===== src/rtl/cgc_pkg.sv =====
// Purpose: Shared constants and types of the counter gate and compare block
// Assumes: One clock domain, Wishbone register map at word-aligned byte offsets
// Notes: All offsets, bit positions and reset values live here
package cgc_pkg;
  localparam int unsigned CNT_W = 32;
  localparam int unsigned CTRL_W = 4;
  localparam int unsigned IRQ_W = 3;
  // Register byte offsets
  localparam logic [7:0] ADR_CTRL = 8'h00;
  localparam logic [7:0] ADR_CFG = 8'h04;
  localparam logic [7:0] ADR_CMP = 8'h08;
  localparam logic [7:0] ADR_LOAD = 8'h0c;
  localparam logic [7:0] ADR_COUNT = 8'h10;
  localparam logic [7:0] ADR_STATUS = 8'h14;
  localparam logic [7:0] ADR_IRQ_STAT = 8'h18;
  localparam logic [7:0] ADR_IRQ_CLR = 8'h1c;
  localparam logic [7:0] ADR_IRQ_EN = 8'h20;
  // Control word bits
  localparam int unsigned CTRL_OPEN = 0;
  localparam int unsigned CTRL_CLOSE = 1;
  localparam int unsigned CTRL_CMPCTL = 2;
  localparam int unsigned CTRL_RESSTS = 3;
  // Configuration fields
  localparam int unsigned CFG_ONCE = 0;
  localparam int unsigned CFG_INTR = 1;
  localparam int unsigned CFG_MODE = 2;
  localparam int unsigned CFG_ACT = 4;
  localparam int unsigned CFG_HYST = 8;
  // Status bits
  localparam int unsigned ST_SWGATE = 0;
  localparam int unsigned ST_IGATE = 1;
  localparam int unsigned ST_CMP = 2;
  localparam int unsigned ST_OVF = 3;
  localparam int unsigned ST_UNF = 4;
  localparam int unsigned ST_CMPCTL = 5;
  // Interrupt bits
  localparam int unsigned IRQ_OVF = 0;
  localparam int unsigned IRQ_UNF = 1;
  localparam int unsigned IRQ_CMP = 2;
  // Limits and reset values
  localparam logic [31:0] CNT_MAX = 32'h7fffffff;
  localparam logic [31:0] CNT_MIN = 32'h80000000;
  localparam logic [7:0] HYST_MIN = 8'h02;
  localparam logic [31:0] REG_RST = 32'h00000000;
  typedef enum logic [1:0] {
    CGC_CMP_NONE = 2'b00,
    CGC_CMP_GE = 2'b01,
    CGC_CMP_LT = 2'b10,
    CGC_CMP_EQ = 2'b11
  } cgc_cmp_mode_t;
  typedef enum logic [1:0] {
    CGC_ACT_NONE = 2'b00,
    CGC_ACT_ON = 2'b01,
    CGC_ACT_OFF = 2'b10,
    CGC_ACT_RSV = 2'b11
  } cgc_out_act_t;
  typedef enum logic {
    CGC_HY_IDLE = 1'b0,
    CGC_HY_HOLD = 1'b1
  } cgc_hyst_st_t;
endpackage


===== src/rtl/cgc_cnt_if.sv =====
// Purpose: Carries counter state from the counter core to the top
// Assumes: Single clock domain
// Notes: Event signals are one-cycle pulses
`timescale 1ns/1ps
interface cgc_cnt_if;
  logic [31:0] count;
  logic igate;
  logic software_gate;
  logic ovf_evt;
  logic unf_evt;
  modport cnt (output count, igate, software_gate, ovf_evt, unf_evt);
  modport mon (input count, igate, software_gate, ovf_evt, unf_evt);
endinterface


===== src/rtl/cgc_edge.sv =====
// Purpose: Rising-edge detection on each newly received control word
// Assumes: load_i marks the cycle a new word is received
// Notes: Rises are combinational pulses in the receive cycle
`timescale 1ns/1ps
module cgc_edge
  import cgc_pkg::*;
(
  // Clock and reset
  input wire logic clk_i,
  input wire logic rst_i,
  // Word in
  input wire logic load_i,
  input wire logic [CTRL_W-1:0] word_i,
  // Stored word and edges
  output logic [CTRL_W-1:0] word_o,
  output logic [CTRL_W-1:0] rise_o
);
  logic [CTRL_W-1:0] prev_d;
  logic [CTRL_W-1:0] prev_q;

  always_comb
  begin
    prev_d = load_i ? word_i : prev_q;
  end

  always_ff @(posedge clk_i)
  begin
    if (rst_i)
      prev_q <= REG_RST[CTRL_W-1:0];
    else
      prev_q <= prev_d;
  end

  genvar g;
  generate
    for (g = 0; g < CTRL_W; g++)
    begin : g_bit
      assign rise_o[g] = load_i & word_i[g] & ~prev_q[g];
    end
  endgenerate

  assign word_o = prev_q;
endmodule


===== src/rtl/cgc_counter.sv =====
// Purpose: Software gate, internal gate and 32-bit up/down count core
// Assumes: Count pulses are one cycle wide and synchronous
// Notes: Up and down in the same cycle cancel and do not count
`timescale 1ns/1ps
module cgc_counter
  import cgc_pkg::*;
(
  // Clock and reset
  input wire logic clk_i,
  input wire logic rst_i,
  // Gate requests and mode
  input wire logic open_evt_i,
  input wire logic close_evt_i,
  input wire logic once_i,
  input wire logic interrupting_i,
  input wire logic [CNT_W-1:0] load_val_i,
  // Count pulses
  input wire logic cnt_up_i,
  input wire logic cnt_dn_i,
  // Counter state out
  cgc_cnt_if.cnt bus
);
  logic sw_d, sw_q, ig_d, ig_q, ovf_d, ovf_q, unf_d, unf_q;
  logic [CNT_W-1:0] cnt_d, cnt_q;

  always_comb
  begin
    sw_d = sw_q;
    ig_d = ig_q;
    cnt_d = cnt_q;
    ovf_d = 1'b0;
    unf_d = 1'b0;
    if (open_evt_i)
    begin
      sw_d = 1'b1;
      ig_d = 1'b1;
      if (!ig_q && !interrupting_i)
        cnt_d = load_val_i;
    end
    if (close_evt_i)
    begin
      sw_d = 1'b0;
      ig_d = 1'b0;
    end
    else if (ig_q && (cnt_up_i ^ cnt_dn_i))
    begin
      if (cnt_up_i)
      begin
        cnt_d = cnt_q + 32'h00000001;
        ovf_d = (cnt_q == CNT_MAX);
      end
      else
      begin
        cnt_d = cnt_q - 32'h00000001;
        unf_d = (cnt_q == CNT_MIN);
      end
      if (once_i && (ovf_d || unf_d))
        ig_d = 1'b0;
    end
  end

  always_ff @(posedge clk_i)
  begin
    if (rst_i)
    begin
      sw_q <= 1'b0;
      ig_q <= 1'b0;
      cnt_q <= REG_RST;
      ovf_q <= 1'b0;
      unf_q <= 1'b0;
    end
    else
    begin
      sw_q <= sw_d;
      ig_q <= ig_d;
      cnt_q <= cnt_d;
      ovf_q <= ovf_d;
      unf_q <= unf_d;
    end
  end

  assign bus.count = cnt_q;
  assign bus.igate = ig_q;
  assign bus.software_gate = sw_q;
  assign bus.ovf_evt = ovf_q;
  assign bus.unf_evt = unf_q;
endmodule


===== src/rtl/cgc_top.sv =====
// Purpose: Counter channel with gate control, comparison and hysteresis
// Assumes: Classic Wishbone slave, 32-bit data, one clock
// Notes: Control word edges act on the cycle a write to it is taken
`timescale 1ns/1ps
module cgc_top
  import cgc_pkg::*;
(
  // Clock and reset
  input wire logic clk_i,
  input wire logic rst_i,
  // Wishbone slave
  input wire logic wb_cyc_i,
  input wire logic wb_stb_i,
  input wire logic wb_we_i,
  input wire logic [7:0] wb_adr_i,
  input wire logic [3:0] wb_sel_i,
  input wire logic [31:0] wb_dat_i,
  output logic [31:0] wb_dat_o,
  output logic wb_ack_o,
  // Count pulses
  input wire logic cnt_up_i,
  input wire logic cnt_dn_i,
  // Channel outputs
  output logic dout_o,
  output logic irq_o
);
  cgc_cnt_if cnt_bus();

  logic req, wr;
  logic [7:0] adr;
  logic ack_d, ack_q;
  logic [31:0] rdat_d, rdat_q;
  logic [31:0] cfg_d, cfg_q;
  logic [31:0] cmpv_d, cmpv_q;
  logic [31:0] load_d, load_q;
  logic [IRQ_W-1:0] ien_d, ien_q;
  logic [IRQ_W-1:0] ist_d, ist_q;
  logic [IRQ_W-1:0] iclr;
  logic [IRQ_W-1:0] ievt;
  logic ovf_d, ovf_q, unf_d, unf_q;
  logic dout_d, dout_q, irq_d, irq_q;
  logic [31:0] ctrl_full;
  logic [CTRL_W-1:0] ctrl_word;
  logic [CTRL_W-1:0] ctrl_rise;
  logic wr_ctrl;

  // Byte lanes that are not selected keep their old contents
  function automatic logic [31:0] lane_merge(input logic [31:0] old_v,
                                             input logic [31:0] new_v,
                                             input logic [3:0] sel);
    logic [31:0] res;
    res = old_v;
    for (int i = 0; i < 4; i++)
    begin
      if (sel[i])
        res[8*i +: 8] = new_v[8*i +: 8];
    end
    return res;
  endfunction

  // Bus slave: ack one cycle after the request, then released
  assign req = wb_cyc_i & wb_stb_i & ~ack_q;
  assign wr = req & wb_we_i;
  assign adr = {wb_adr_i[7:2], 2'b00};
  assign wr_ctrl = wr & (adr == ADR_CTRL);
  assign ctrl_full = lane_merge({28'h0000000, ctrl_word}, wb_dat_i, wb_sel_i);

  cgc_edge u_edge (
    .clk_i (clk_i),
    .rst_i (rst_i),
    .load_i (wr_ctrl),
    .word_i (ctrl_full[CTRL_W-1:0]),
    .word_o (ctrl_word),
    .rise_o (ctrl_rise)
  );

  cgc_counter u_counter (
    .clk_i (clk_i),
    .rst_i (rst_i),
    .open_evt_i (ctrl_rise[CTRL_OPEN]),
    .close_evt_i (ctrl_rise[CTRL_CLOSE]),
    .once_i (cfg_q[CFG_ONCE]),
    .interrupting_i (cfg_q[CFG_INTR]),
    .load_val_i (load_q),
    .cnt_up_i (cnt_up_i),
    .cnt_dn_i (cnt_dn_i),
    .bus (cnt_bus.cnt)
  );

  // Comparison unit
  cgc_cmp_mode_t mode;
  cgc_out_act_t act;
  cgc_hyst_st_t hst_d, hst_q;
  logic cmp_ctl;
  logic raw, raw_q;
  logic flag_d, flag_q;
  logic [31:0] cen_d, cen_q;
  logic [7:0] hy_d, hy_q;
  logic signed [32:0] diff;
  logic [32:0] mag;
  logic in_range;
  logic cmp_rise;

  assign mode = cgc_cmp_mode_t'(cfg_q[CFG_MODE +: 2]);
  assign act = cgc_out_act_t'(cfg_q[CFG_ACT +: 2]);
  assign cmp_ctl = ctrl_word[CTRL_CMPCTL];

  always_comb
  begin
    case (mode)
      CGC_CMP_GE: raw = $signed(cnt_bus.count) >= $signed(cmpv_q);
      CGC_CMP_LT: raw = $signed(cnt_bus.count) < $signed(cmpv_q);
      CGC_CMP_EQ: raw = cnt_bus.count == cmpv_q;
      default: raw = flag_q;
    endcase
  end

  // Distance from the point where the hold began
  always_comb
  begin
    diff = $signed({cnt_bus.count[31], cnt_bus.count}) - $signed({cen_q[31], cen_q});
    mag = diff[32] ? 33'(-diff) : 33'(diff);
    in_range = mag < {25'h0000000, hy_q};
  end

  // Hold starts on reaching the condition; the width is taken at that moment
  always_comb
  begin
    flag_d = flag_q;
    hst_d = hst_q;
    cen_d = cen_q;
    hy_d = hy_q;
    if (cmp_ctl && mode != CGC_CMP_NONE)
    begin
      case (hst_q)
        CGC_HY_IDLE:
        begin
          flag_d = raw;
          if (raw && !raw_q && hy_q_ok(cfg_q[CFG_HYST +: 8]))
          begin
            hst_d = CGC_HY_HOLD;
            cen_d = cnt_bus.count;
            hy_d = cfg_q[CFG_HYST +: 8];
          end
        end
        CGC_HY_HOLD:
        begin
          if (!in_range)
          begin
            hst_d = CGC_HY_IDLE;
            flag_d = raw;
          end
        end
        default: hst_d = CGC_HY_IDLE;
      endcase
    end
  end

  function automatic logic hy_q_ok(input logic [7:0] w);
    return w >= HYST_MIN;
  endfunction

  assign cmp_rise = flag_d & ~flag_q;

  always_ff @(posedge clk_i)
  begin
    if (rst_i)
    begin
      flag_q <= 1'b0;
      raw_q <= 1'b0;
      hst_q <= CGC_HY_IDLE;
      cen_q <= REG_RST;
      hy_q <= REG_RST[7:0];
    end
    else
    begin
      flag_q <= flag_d;
      raw_q <= raw;
      hst_q <= hst_d;
      cen_q <= cen_d;
      hy_q <= hy_d;
    end
  end

  // Registers, status flags and interrupt
  always_comb
  begin
    cfg_d = cfg_q;
    cmpv_d = cmpv_q;
    load_d = load_q;
    ien_d = ien_q;
    iclr = '0;
    if (wr)
    begin
      case (adr)
        ADR_CFG: cfg_d = lane_merge(cfg_q, wb_dat_i, wb_sel_i);
        ADR_CMP: cmpv_d = lane_merge(cmpv_q, wb_dat_i, wb_sel_i);
        ADR_LOAD: load_d = lane_merge(load_q, wb_dat_i, wb_sel_i);
        ADR_IRQ_EN: ien_d = wb_sel_i[0] ? wb_dat_i[IRQ_W-1:0] : ien_q;
        ADR_IRQ_CLR: iclr = wb_sel_i[0] ? wb_dat_i[IRQ_W-1:0] : '0;
        default: ;
      endcase
    end
    ievt[IRQ_OVF] = cnt_bus.ovf_evt;
    ievt[IRQ_UNF] = cnt_bus.unf_evt;
    ievt[IRQ_CMP] = cmp_rise;
    // A new event wins over a clear in the same cycle
    ist_d = (ist_q & ~iclr) | ievt;
    ovf_d = (ovf_q & ~ctrl_rise[CTRL_RESSTS]) | cnt_bus.ovf_evt;
    unf_d = (unf_q & ~ctrl_rise[CTRL_RESSTS]) | cnt_bus.unf_evt;
    irq_d = |(ist_d & ien_d);
    case (act)
      CGC_ACT_ON: dout_d = flag_d;
      CGC_ACT_OFF: dout_d = ~flag_d;
      default: dout_d = 1'b0;
    endcase
  end

  // Read data is captured with the ack; unmapped offsets read zero
  always_comb
  begin
    ack_d = req;
    rdat_d = REG_RST;
    if (req && !wb_we_i)
    begin
      case (adr)
        ADR_CTRL: rdat_d = {28'h0000000, ctrl_word};
        ADR_CFG: rdat_d = cfg_q;
        ADR_CMP: rdat_d = cmpv_q;
        ADR_LOAD: rdat_d = load_q;
        ADR_COUNT: rdat_d = cnt_bus.count;
        ADR_STATUS: rdat_d = {26'h0000000, cmp_ctl, unf_q, ovf_q, flag_q,
                              cnt_bus.igate, cnt_bus.software_gate};
        ADR_IRQ_STAT: rdat_d = {29'h00000000, ist_q};
        ADR_IRQ_EN: rdat_d = {29'h00000000, ien_q};
        default: rdat_d = REG_RST;
      endcase
    end
  end

  always_ff @(posedge clk_i)
  begin
    if (rst_i)
    begin
      ack_q <= 1'b0;
      rdat_q <= REG_RST;
      cfg_q <= REG_RST;
      cmpv_q <= REG_RST;
      load_q <= REG_RST;
      ien_q <= '0;
      ist_q <= '0;
      ovf_q <= 1'b0;
      unf_q <= 1'b0;
      irq_q <= 1'b0;
      dout_q <= 1'b0;
    end
    else
    begin
      ack_q <= ack_d;
      rdat_q <= rdat_d;
      cfg_q <= cfg_d;
      cmpv_q <= cmpv_d;
      load_q <= load_d;
      ien_q <= ien_d;
      ist_q <= ist_d;
      ovf_q <= ovf_d;
      unf_q <= unf_d;
      irq_q <= irq_d;
      dout_q <= dout_d;
    end
  end

  assign wb_ack_o = ack_q;
  assign wb_dat_o = rdat_q;
  assign dout_o = dout_q;
  assign irq_o = irq_q;
endmodule


===== config.mk =====
export PLATFORM = sky130hd
export DESIGN_NAME = cgc_top
export DESIGN_NICKNAME = d
export VERILOG_FILES = /design/src/rtl/cgc_pkg.sv /design/src/rtl/cgc_cnt_if.sv /design/src/rtl/cgc_edge.sv /design/src/rtl/cgc_counter.sv /design/src/rtl/cgc_top.sv
export SDC_FILE = /design/constraint.sdc
export NUM_CORES = 1
export LEC_CHECK = 0
export ABC_CLOCK_PERIOD_IN_PS = 9600
export BUFFER_PORTS_ARGS = -buffer_cell sky130_fd_sc_hd__buf_2
export CORE_MARGIN = 3
export CORE_UTILIZATION = 55
export CTS_CLUSTER_DIAMETER = 200
export DETAILED_ROUTE_END_ITERATION = 10
export PLACE_DENSITY = 0.74
export SYNTH_ARGS = -nofsm -noshare
export SYNTH_HDL_FRONTEND = slang
export SYNTH_HIERARCHICAL = 1
export SYNTH_SLANG_ARGS = --single-unit

===== constraint.sdc =====
create_clock -name clk_i -period 9.6 [get_ports clk_i]
set_input_delay 0.96 -clock clk_i [delete_from_list [all_inputs] [get_ports clk_i]]
set_output_delay 0.96 -clock clk_i [all_outputs]
set_load 0.05 [all_outputs]

# --- After elaboration in Yosys (flattened, before gate mapping) ---
# Index checks and enable logic that the tools add are counted.
totals:
  register_bits: 222
  latch_bits: 0
  ramBits: 0
  rom_bits: 0
  inputBits: 51
  out_inout_bits: 35
  wordCells: 149
  mem_count: 0
op_classes:
  add_sub_neg: 4
  mul: 0
  div_mod_pow: 0
  n_lt_le_gt_ge: 4
  eq_ne: 16
  n_shift: 0
  n_mux: 31
  bitwise_logic: 30
  reduce_logical: 32
op_table:
  columns: ["cell", "n"]
  rows:
  - ["$pmux W32 S8", 1]
  - ["$mux W32", 5]
  - ["$reduce_and A3 Y1", 13]
  - ["$lt A33 B8 Y1", 1]
  - ["$mux W33", 1]
  - ["$neg A33 Y33", 1]
  - ["$sub A32 B32 Y33", 1]
  - ["$add A32 B1 Y32 const B", 1]
  - ["$eq A32 B31 Y1 const B", 1]
  - ["$eq A32 B32 Y1", 1]
  - ["$eq A32 B32 Y1 const B", 1]
  - ["$ge A32 B32 Y1", 1]
  - ["$lt A32 B32 Y1", 1]
  - ["$sub A32 B1 Y32 const B", 1]
  - ["$eq A6 B3 Y1 const B", 4]
  - ["$mux W3", 6]
  - ["$and A1 B1 Y1", 13]
  - ["$mux W1", 13]
  - ["$eq A6 B2 Y1 const B", 2]
  - ["$not A1 Y1", 10]
  - ["$ge A8 B2 Y1 const B", 1]
  - ["$logic_not A8 Y1", 1]
  - ["$logic_and A1 B1 Y1", 7]
  - ["$and A3 B3 Y3", 2]
  - ["17 further kinds", 28]

# --- Logic depth before layout (Yosys ltp) ---
# Gate-level depths: netlist (run 1).
depth:
  depth_word: 11
  depth_mapped: 28
  depth_no_buf: 25

# --- By module ---
# Netlist (run 1), hierarchy kept.
by_module_without_submodules:
  columns: ["mod", "instances", "cells_each", "area_each_um2", "seq_area_each_um2"]
  rows:
  - ["cgc_top", 1, 1515, 11653.7, 3643.5]
  - ["cgc_counter", 1, 438, 3469.6, 720.7]
  - ["cgc_edge", 1, 18, 188.9, 80.1]

# --- Least setup slack after synthesis (run 1) ---
# OpenSTA, ideal clock, no wires.
synth_timing:
  path_type: "register -> register"
  from: "reg u_counter.cnt_q[0], in the netlist u_counter/bus.count[0]"
  to: "reg flag_q"
  setup_time_ps: 117
  t_arrival_ps: 5372
  required_time_ps: 9483
  path_slack_ps: 4111
  path_stages_with_launch: 27
  n_path_buf: 2
  synth_period_minus_slack_ps: 5489
  cell_sequence: "dfxtp_1 -> inv_1 -> ha_1 -> fa_1 -> nor2b_1 -> o2111ai_1 -> a21boi_1 -> o21ai_0 -> a211oi_1 -> or2_2 -> clkbuf_1 -> buf_2 -> nor2_1 -> a21oi_1 -> ha_1 -> a21boi_0 -> o21a_1 -> o21ai_0 -> nand2b_1 -> a21oi_1 -> o21ai_0 -> a2111o_1 -> a211oi_1 -> nand4_1 -> a2111oi_4 -> nand3_2 -> a32o_1"
synth_via:
  elab_chain_len: 7
  elab_cells_between_ends: 11
  cone_classes: "add/sub: 2; order compare: 3; eq/ne: 1; mux: 5"
synth_lines:
  columns: ["element", "line", "source"]
  rows:
  - ["start: declaration", "cgc_counter.sv:24", "logic [CNT_W-1:0] cnt_d, cnt_q;"]
  - ["start signal: assignment", "cgc_counter.sv:76", "cnt_q <= cnt_d;"]
  - ["$sub A32 B32 Y33", "cgc_top.sv:121", "diff = $signed({cnt_bus.count[31], cnt_bus.count}) - $signed({cen_q[31], cen_q});"]
  - ["$neg A33 Y33", "cgc_top.sv:122", "mag = diff[32] ? 33'(-diff) : 33'(diff);"]
  - ["$mux W33", "cgc_top.sv:122", null]
  - ["$lt A33 B8 Y1", "cgc_top.sv:123", "in_range = mag < {25'h0000000, hy_q};"]
  - ["$mux W1", "cgc_top.sv:148", "if (!in_range)"]
  - ["$pmux W1 S2 *", "cgc_top.sv:135", "case (hst_q)"]
  - ["$mux W1 *", "cgc_top.sv:133", "if (cmp_ctl && mode != CGC_CMP_NONE)"]
  - ["end signal: assignment", "cgc_top.sv:177", "flag_q <= flag_d;"]
  - ["end: declaration", "cgc_top.sv:96", "logic flag_d, flag_q;"]
# Mark *: on every way between the ends. The rest lies on a longest branch, timed or not.
# A chain may end at the register's enable or synchronous reset.

# --- Worst setup path in the final report (run 1) ---
layout_timing:
  from: "reg u_counter.cnt_q[0], in the netlist u_counter/bus.count[0]"
  to: "reg ist_q[2]"
layout_via:
  elab_chain_len: 9
  elab_cells_between_ends: 13
  cone_classes: "add/sub: 2; order compare: 3; eq/ne: 1; mux: 5; bitwise: 2"
layout_lines:
  columns: ["element", "line", "source"]
  rows:
  - ["$sub A32 B32 Y33", "cgc_top.sv:121", null]
  - ["$neg A33 Y33", "cgc_top.sv:122", null]
  - ["$mux W33", "cgc_top.sv:122", null]
  - ["$lt A33 B8 Y1", "cgc_top.sv:123", null]
  - ["$mux W1", "cgc_top.sv:148", null]
  - ["$pmux W1 S2 *", "cgc_top.sv:135", null]
  - ["$mux W1 *", "cgc_top.sv:133", null]
  - ["$and A1 B1 Y1 *", "cgc_top.sv:163", "assign cmp_rise = flag_d & ~flag_q;"]
  - ["$or A3 B3 Y3 *", "cgc_top.sv:208", "ist_d = (ist_q & ~iclr) | ievt;"]
  - ["end signal: assignment", "cgc_top.sv:265", "ist_q <= ist_d;"]
  - ["end: declaration", "cgc_top.sv:37", "logic [IRQ_W-1:0] ist_d, ist_q;"]
# Marked as above.

==> impl_summary.txt, run 1 <==
----------------------------------------------------
[Run status]
  Outcome ... finished, final reports clean

[Clock tree]
  Number of CTS-inserted buffers ... 25
  CTS H-Tree Depth ... 1
  Number of buffers between clock root and the deepest sink ... 3
  Number of sinks driven by the clock tree ... 222
  Clock latency on the worst-skew pair ... 0.54 ns
  Post-CTS Setup Bufs ... 0
  Clock-pin slew on the worst setup and hold paths ... 0.07 ns
  CTS tree ... yes
  Clock root buffer master ... sky130_fd_sc_hd__clkbuf_16
  Number of gates resized after CTS ... 0
  Hold-fix buffer count after cts ... 0

[Critical path]
  Setup slack on the worst flop-to-flop path ... 2.98 ns
  Category of the most critical setup path ... reg2reg
  Max Fanout on Critical Path ... 20
  Critical path endpoint ... ist_q[2]
  Reg2reg start ... u_counter/bus.count[0]
  Crit path arrival time ... 7.02 ns
  Worst reg-to-reg path cell count ... 25
  Start point of the critical path ... u_counter/bus.count[0]
  Startpoint type of the worst setup path ... register
  CP Capture Type ... register
  Required arrival time at the worst endpoint ... 10.00 ns
  Endpoint of the most critical register-to-register path ... ist_q[2]

[Die]
  Core area ... 27,200 sq um
  Die width ... 173 um
  Number of rows in the core area ... 60
  Number of ports placed on the die boundary ... 86
  Die outline area ... 29,900 sq um
  Height of the die ... 173 um
  Initial Utilization ... 56.3%

[Route]
  DRT Pass-1 Iters ... 5
  DR vias/cell ... 6.42
  DRC viols ... 0
  Mean routed wirelength per cell ... 19.4 um
  Number of nets with antenna violations after detailed routing ... 0
  Detailed-route wire length ... 46,200 um
  Number of vias after detailed routing ... 15,267
  DRC marker count from the first detailed-route iteration ... 1,846

[Layout]
  Nets ... 2,140
  Area added between synthesis and finish ... 9.53%
  Leading cell types in the layout, fill and taps excluded ... sky130_fd_sc_hd__nand2_1 (233), sky130_fd_sc_hd__a21oi_1 (223), sky130_fd_sc_hd__dfxtp_1 (222), sky130_fd_sc_hd__nor2_1 (148), sky130_fd_sc_hd__nand3_1 (116)
  Utilization after layout ... 61.7%
  Most common cell after layout, fill and taps aside ... sky130_fd_sc_hd__nand2_1
  Share of post-route cells with drive strength above 1 ... 10.5%

[Worst hold path]
  Worst min path class ... reg2reg

[Timing]
  Worst path setup slack after routing ... 2.98 ns
  Final Critical Period ... 6.62 ns
  Setup tns final ... 0 ns
  Worst relative slew slack ... 4.43%
  Number of setup violations in the final report ... 0
  Worst slack on hold paths ... 0.455 ns
  Clock skew after layout ... 0.0139 ns
  Max Transition Viols Final ... 0
  Number of hold-slack violations in the final timing report ... 0
  Actual slew at the worst max-slew pin ... 1.42 ns
  Highest attainable clock frequency ... 151 MHz
  Crit share post-route ... 68.9%
  Setup repair after global routing missed its margin ... false

[Yosys]
  Netlist Area Pre-Place ... 15,300 sq um
  Cells after synthesis ... 1,970
  Synth warnings ... 6
  Post-synthesis area per instance ... 7.77 sq um
  Total nets after synthesis ... 2,125

[Global route]
  Via count of the first global-routing pass ... 13,673
  Total Routing Usage GR ... 29.2%
  Maximum number of pins on one net before global-route repair ... 66
  Overflow left after global routing ... 0
  Wire length of the first global-routing pass ... 72,800 um
  Initial antenna violation count ... 4

[Power]
  PwrDens ... 120 nW/um^2
  Worst VDD drop ... 0.133 mV
  Leak ... 6.87 nW

[Place]
  Port buffer count ... 83
  Worst setup timing slack at the placement stage ... 3.08 ns
  Routability congestion estimate from global placement ... 0.975
  HPWL after detailed placement ... 33,600 um

[Run]
  Max-cap violations ... 0

----------------------------------------------------
## worst min-delay path by stage
| stage | startpoint | to | slack [ns] | cells after the start |
|---|---|---|---|---|
| after global placement | cfg_q[22] | cfg_q[22] | 0.44 | 2 |
| final | cfg_q[18] | cfg_q[18] | 0.46 | 2 |
| after floorplan | cfg_q[16] | cfg_q[16] | 0.44 | 2 |
| after CTS | cfg_q[22] | cfg_q[22] | 0.46 | 2 |
| after detailed placement | cfg_q[22] | cfg_q[22] | 0.45 | 2 |
| after global routing | cfg_q[22] | cfg_q[22] | 0.47 | 2 |
## registers in the layout (all words and copies together) (netlist names), 3 cells and up
signal,count
cen_q,32
cfg_q,32
cmpv_q,32
load_q,32
u_counter/bus.count,32
wb_dat_o,32
hy_q,8
u_edge/word_o,4
ien_q,3
ist_q,3
## layer usage
metal	GRT usage [%]	share of wire, %
met3	4.02	8.4
met2	45.3	44
met4	11.5	4.3
met1	41.1	43
met5	0	0
## where the power goes
group	internal [W]	total, W	leakage (nW)	switching, W
Sequential	0.000922	0.000922	1.79	0.000000493
Combinational	0.0000325	0.000104	4.66	0.0000716
Clock	0.000595	0.000992	0.426	0.000397
## critical path, cell delays in order, from the launching register on
cell	delay [ns]
sky130_fd_sc_hd__dfxtp_1	0.53
sky130_fd_sc_hd__inv_1	0.13
sky130_fd_sc_hd__ha_1	0.26
sky130_fd_sc_hd__fa_1	0.41
sky130_fd_sc_hd__nor2b_1	0.23
sky130_fd_sc_hd__o2111ai_1	0.27
sky130_fd_sc_hd__a21boi_1	0.52
sky130_fd_sc_hd__o21ai_0	0.22
sky130_fd_sc_hd__a211oi_1	0.32
sky130_fd_sc_hd__or2_2	0.41
sky130_fd_sc_hd__nor2_1	0.07
sky130_fd_sc_hd__a21oi_1	0.14
sky130_fd_sc_hd__ha_1	0.25
sky130_fd_sc_hd__a21boi_0	0.13
sky130_fd_sc_hd__o21a_1	0.17
sky130_fd_sc_hd__o21ai_0	0.14
sky130_fd_sc_hd__nand2b_1	0.07
sky130_fd_sc_hd__a21oi_1	0.17
sky130_fd_sc_hd__o21ai_0	0.12
sky130_fd_sc_hd__a2111o_1	0.43
sky130_fd_sc_hd__a211oi_1	0.24
sky130_fd_sc_hd__nand4_1	0.19
sky130_fd_sc_hd__a2111oi_4	0.52
sky130_fd_sc_hd__nand3_2	0.22
sky130_fd_sc_hd__nand2_1	0.22
sky130_fd_sc_hd__a21oi_1	0.09
## metrics by stage
stage | power (W) | instance area (sq um) | instances
floorplan | 0.00101 | 15300 | 1970
global placement | 0.00104 | 15900 | 2330
detailed placement | 0.00104 | 15900 | 2330
CTS | 0.00203 | 16800 | 2375
global route | 0.00208 | 16800 | 2378
finish | 0.00202 | 16800 | 2378
## layout make-up
type / count / area [sq um]
Multi-Input combinational cell: 1541 / 10100
Inverter: 92 / 345
Timing Repair Buffer: 103 / 572
Fill cell: 2513 / 10400
Clock buffer: 40 / 792
Tap cell: 372 / 465
Clock inverter: 5 / 77.6
Sequential cell: 222 / 4440
Antenna cell: 3 / 7.51
Power figures use the tool's default switching activity.
==> run 2: changes to the inputs <==
--- a/config.mk
+++ b/config.mk
@@ -5,7 +5,7 @@
 export SDC_FILE = /design/constraint.sdc
 export NUM_CORES = 1
 export LEC_CHECK = 0
-export ABC_CLOCK_PERIOD_IN_PS = 9600
+export ABC_CLOCK_PERIOD_IN_PS = 6500
 export BUFFER_PORTS_ARGS = -buffer_cell sky130_fd_sc_hd__buf_2
 export CORE_MARGIN = 3
 export CORE_UTILIZATION = 55
==> constraint.sdc (replaced) <==
create_clock -name clk_i -period 6.5 [get_ports clk_i]
set_input_delay 0.65 -clock clk_i [delete_from_list [all_inputs] [get_ports clk_i]]
set_output_delay 0.65 -clock clk_i [all_outputs]
set_load 0.05 [all_outputs]
==> impl_summary.txt, run 2 (same netlist as run 1, synthesis figures left out) <==
----------------------------------------------------
[Critical path]
  Critical path, cell by cell ... ha_1 > a21o_1 > o21ai_0 > a31oi_1 > o21ai_0 > a211oi_1 > or2_2 > a21oi_1 > ha_1 > a21boi_0 > o21a_1 > o21ai_0 > nand2b_1 > a21oi_1 > o21ai_0 > a2111o_1 > a211oi_1 > nand4_1 > a2111oi_4 > nand3_2 > nand2_1 > a21oi_1
  Startpoint type of the worst setup path ... register (unchanged)
  CP Capture Type ... register (unchanged)
  Slowest cell delay on critical path ... 0.51 ns (was 0.53 ns)
  Category of the most critical setup path ... reg2reg (unchanged)
  Crit path arrival time ... 6.26 ns (was 7.02 ns)
  Cell with the most instances on the worst path ... sky130_fd_sc_hd__o21ai_0
  Critical Path Slowest Stage Cell ... sky130_fd_sc_hd__dfxtp_1 (unchanged)
  Required arrival time at the worst endpoint ... 6.86 ns (was 10.00 ns)
  Max Fanout on Critical Path ... 11 (was 20)

[Route]
  DRC viols ... 0 (unchanged)
  DRT Pass-1 Iters ... 5 (unchanged)
  Mean routed wirelength per cell ... 20.2 um (was 19.4 um)
  Number of nets with antenna violations after detailed routing ... 0 (unchanged)
  DRC marker count from the first detailed-route iteration ... 1,631 (was 1,846)
  Detailed-route wire length ... 48,700 um (was 46,200 um)
  Number of vias after detailed routing ... 15,349 (was 15,267)
  DR vias/cell ... 6.38 (was 6.42)

[Layout]
  Nets ... 2,171 (was 2,140)
  Count of antenna diodes in the layout ... 0 (was 3)
  Share of post-route cells with drive strength above 1 ... 11.9% (was 10.5%)
  Most common cell after layout, fill and taps aside ... sky130_fd_sc_hd__nand2_1 (unchanged)
  Leading cell types in the layout, fill and taps excluded ... sky130_fd_sc_hd__nand2_1 (233), sky130_fd_sc_hd__a21oi_1 (223), sky130_fd_sc_hd__dfxtp_1 (222), sky130_fd_sc_hd__nor2_1 (148), sky130_fd_sc_hd__nand3_1 (116) (unchanged)
  Post-route design area ... 17,000 sq um (was 16,800 sq um)
  Area added between synthesis and finish ... 11.3% (was 9.53%)

[Die]
  Core area ... 27,200 sq um (unchanged)
  Die width ... 173 um (unchanged)
  Height of the die ... 173 um (unchanged)
  Die outline area ... 29,900 sq um (unchanged)
  Number of rows in the core area ... 60 (unchanged)
  Initial Utilization ... 56.3% (unchanged)
  Number of ports placed on the die boundary ... 86 (unchanged)

[Clock tree]
  Clock root buffer master ... sky130_fd_sc_hd__clkbuf_16 (unchanged)
  CTS H-Tree Depth ... 1 (unchanged)
  Post-CTS Setup Bufs ... 0 (unchanged)
  Number of CTS-inserted buffers ... 26 (was 25)
  Number of sinks driven by the clock tree ... 222 (unchanged)
  Clock-pin slew on the worst setup and hold paths ... 0.06 ns (was 0.07 ns)
  Hold-fix buffer count after cts ... 0 (unchanged)
  Number of buffers between clock root and the deepest sink ... 3 (unchanged)
  Number of gates resized after CTS ... 0 (unchanged)
  CTS tree ... yes (unchanged)
  Clock latency on the worst-skew pair ... 0.55 ns (was 0.54 ns)

[Timing]
  Setup tns final ... 0 ns (unchanged)
  Setup repair after global routing missed its margin ... false (unchanged)
  Number of setup violations in the final report ... 0 (unchanged)
  Number of hold-slack violations in the final timing report ... 0 (unchanged)
  Highest attainable clock frequency ... 170 MHz (was 151 MHz)
  Clock skew after layout ... 0.0357 ns (was 0.0139 ns)
  Crit share post-route ... 90.8% (was 68.9%)
  Worst relative slew slack ... 21.9% (was 4.43%)
  Actual slew at the worst max-slew pin ... 1.17 ns (was 1.42 ns)
  Final Critical Period ... 5.90 ns (was 6.62 ns)
  Max Transition Viols Final ... 0 (unchanged)

[Global route]
  Initial antenna violation count ... 2 (was 4)
  Via count of the first global-routing pass ... 14,182 (was 13,673)
  Maximum number of pins on one net before global-route repair ... 115 (was 66)
  Total Routing Usage GR ... 31.0% (was 29.2%)
  Wire length of the first global-routing pass ... 76,900 um (was 72,800 um)
  Overflow left after global routing ... 0 (unchanged)

[Place]
  Routability congestion estimate from global placement ... 0.993 (was 0.975)
  Cell area after placement ... 16,100 sq um (was 15,900 sq um)
  HPWL after detailed placement ... 36,300 um (was 33,600 um)
  Port buffer count ... 83 (unchanged)

[Power]
  PwrDens ... 180 nW/um^2 (was 120 nW/um^2)
  Leak ... 7.05 nW (was 6.87 nW)
  Worst VDD drop ... 0.209 mV (was 0.133 mV)

[Worst hold path]
  Worst min path class ... in2reg (was reg2reg)

[Run]
  Max-cap violations ... 0 (unchanged)

[Run status]
  Outcome ... finished, final reports clean (unchanged)

----------------------------------------------------
run 2: cell types whose count changed in the layout (fill, tap and decap cells not counted), sizes merged:
| cell | delta |
|---|---|
| buf | +30 |
| clkinv | +3 |
| inv | -2 |
| clkbuf | -5 |
| bufinv | +3 |
| diode | -3 |
run 2: worst paths after layout:
check	from	end	slack [ns]	depth (start not counted)
worst min register to register	cfg_q[28]	cfg_q[28]	0.46	2
worst min-delay path	wb_dat_i[23]	cfg_q[23]	0.38	3
worst max register to register	u_counter/bus.count[18]	ist_q[2]	0.60	22
worst max-delay path	u_counter/bus.count[18]	ist_q[2]	0.60	22
run 2: critical path: cells and delay by family (launching register included):
kind,cells,cell delay (ns)
DFF,1,0.51
and+or+nand+nor,5,1.08
AOI/OAI and AO/OA,15,3.45
adders and majority gates,2,0.67
run 2: through the flow:
step	setup WS [ns]	power [W]	cells	hold slack [ns]	utilization (%)
2_1_floorplan	1.01	0.00149	1970	0.437	-
3_3_place_gp	0.746	0.00154	2360	0.443	59.3
3_5_place_dp	0.630	0.00154	2360	0.450	59.3
4_1_cts	0.603	0.00307	2404	0.350	62.7
5_1_grt	0.101	0.00314	2404	0.366	62.7
6_report	0.601	0.00306	2404	0.376	62.7
run 2: report_power, final:
part | total (W) | switching (W) | internal [W]
Combinational | 0.000155 | 0.000106 | 0.0000487
Sequential | 0.00136 | 0.000000653 | 0.00136
Clock | 0.00154 | 0.000584 | 0.000959
Total | 0.00306 | 0.000691 | 0.00237
run 2: per-layer routing:
metal,track usage (%),up-vias,share of wire [%],routed length [um]
li1,-,7322,-,-
met1,43.5,7193,44,21300
met2,47.8,717,44,21300
met3,4.17,117,7.7,3740
met4,13.5,0,4.8,2320
met5,0,-,0,0
run 2: cell type report:
cell class | count | area, sq um
fill | 2466 | 10100
multi-input combinational | 1541 | 10100
sequential | 222 | 4440
timing repair buffer | 133 | 797
clock buffer | 35 | 744
tap | 372 | 465
inverter | 92 | 345
clock inverter | 9 | 173
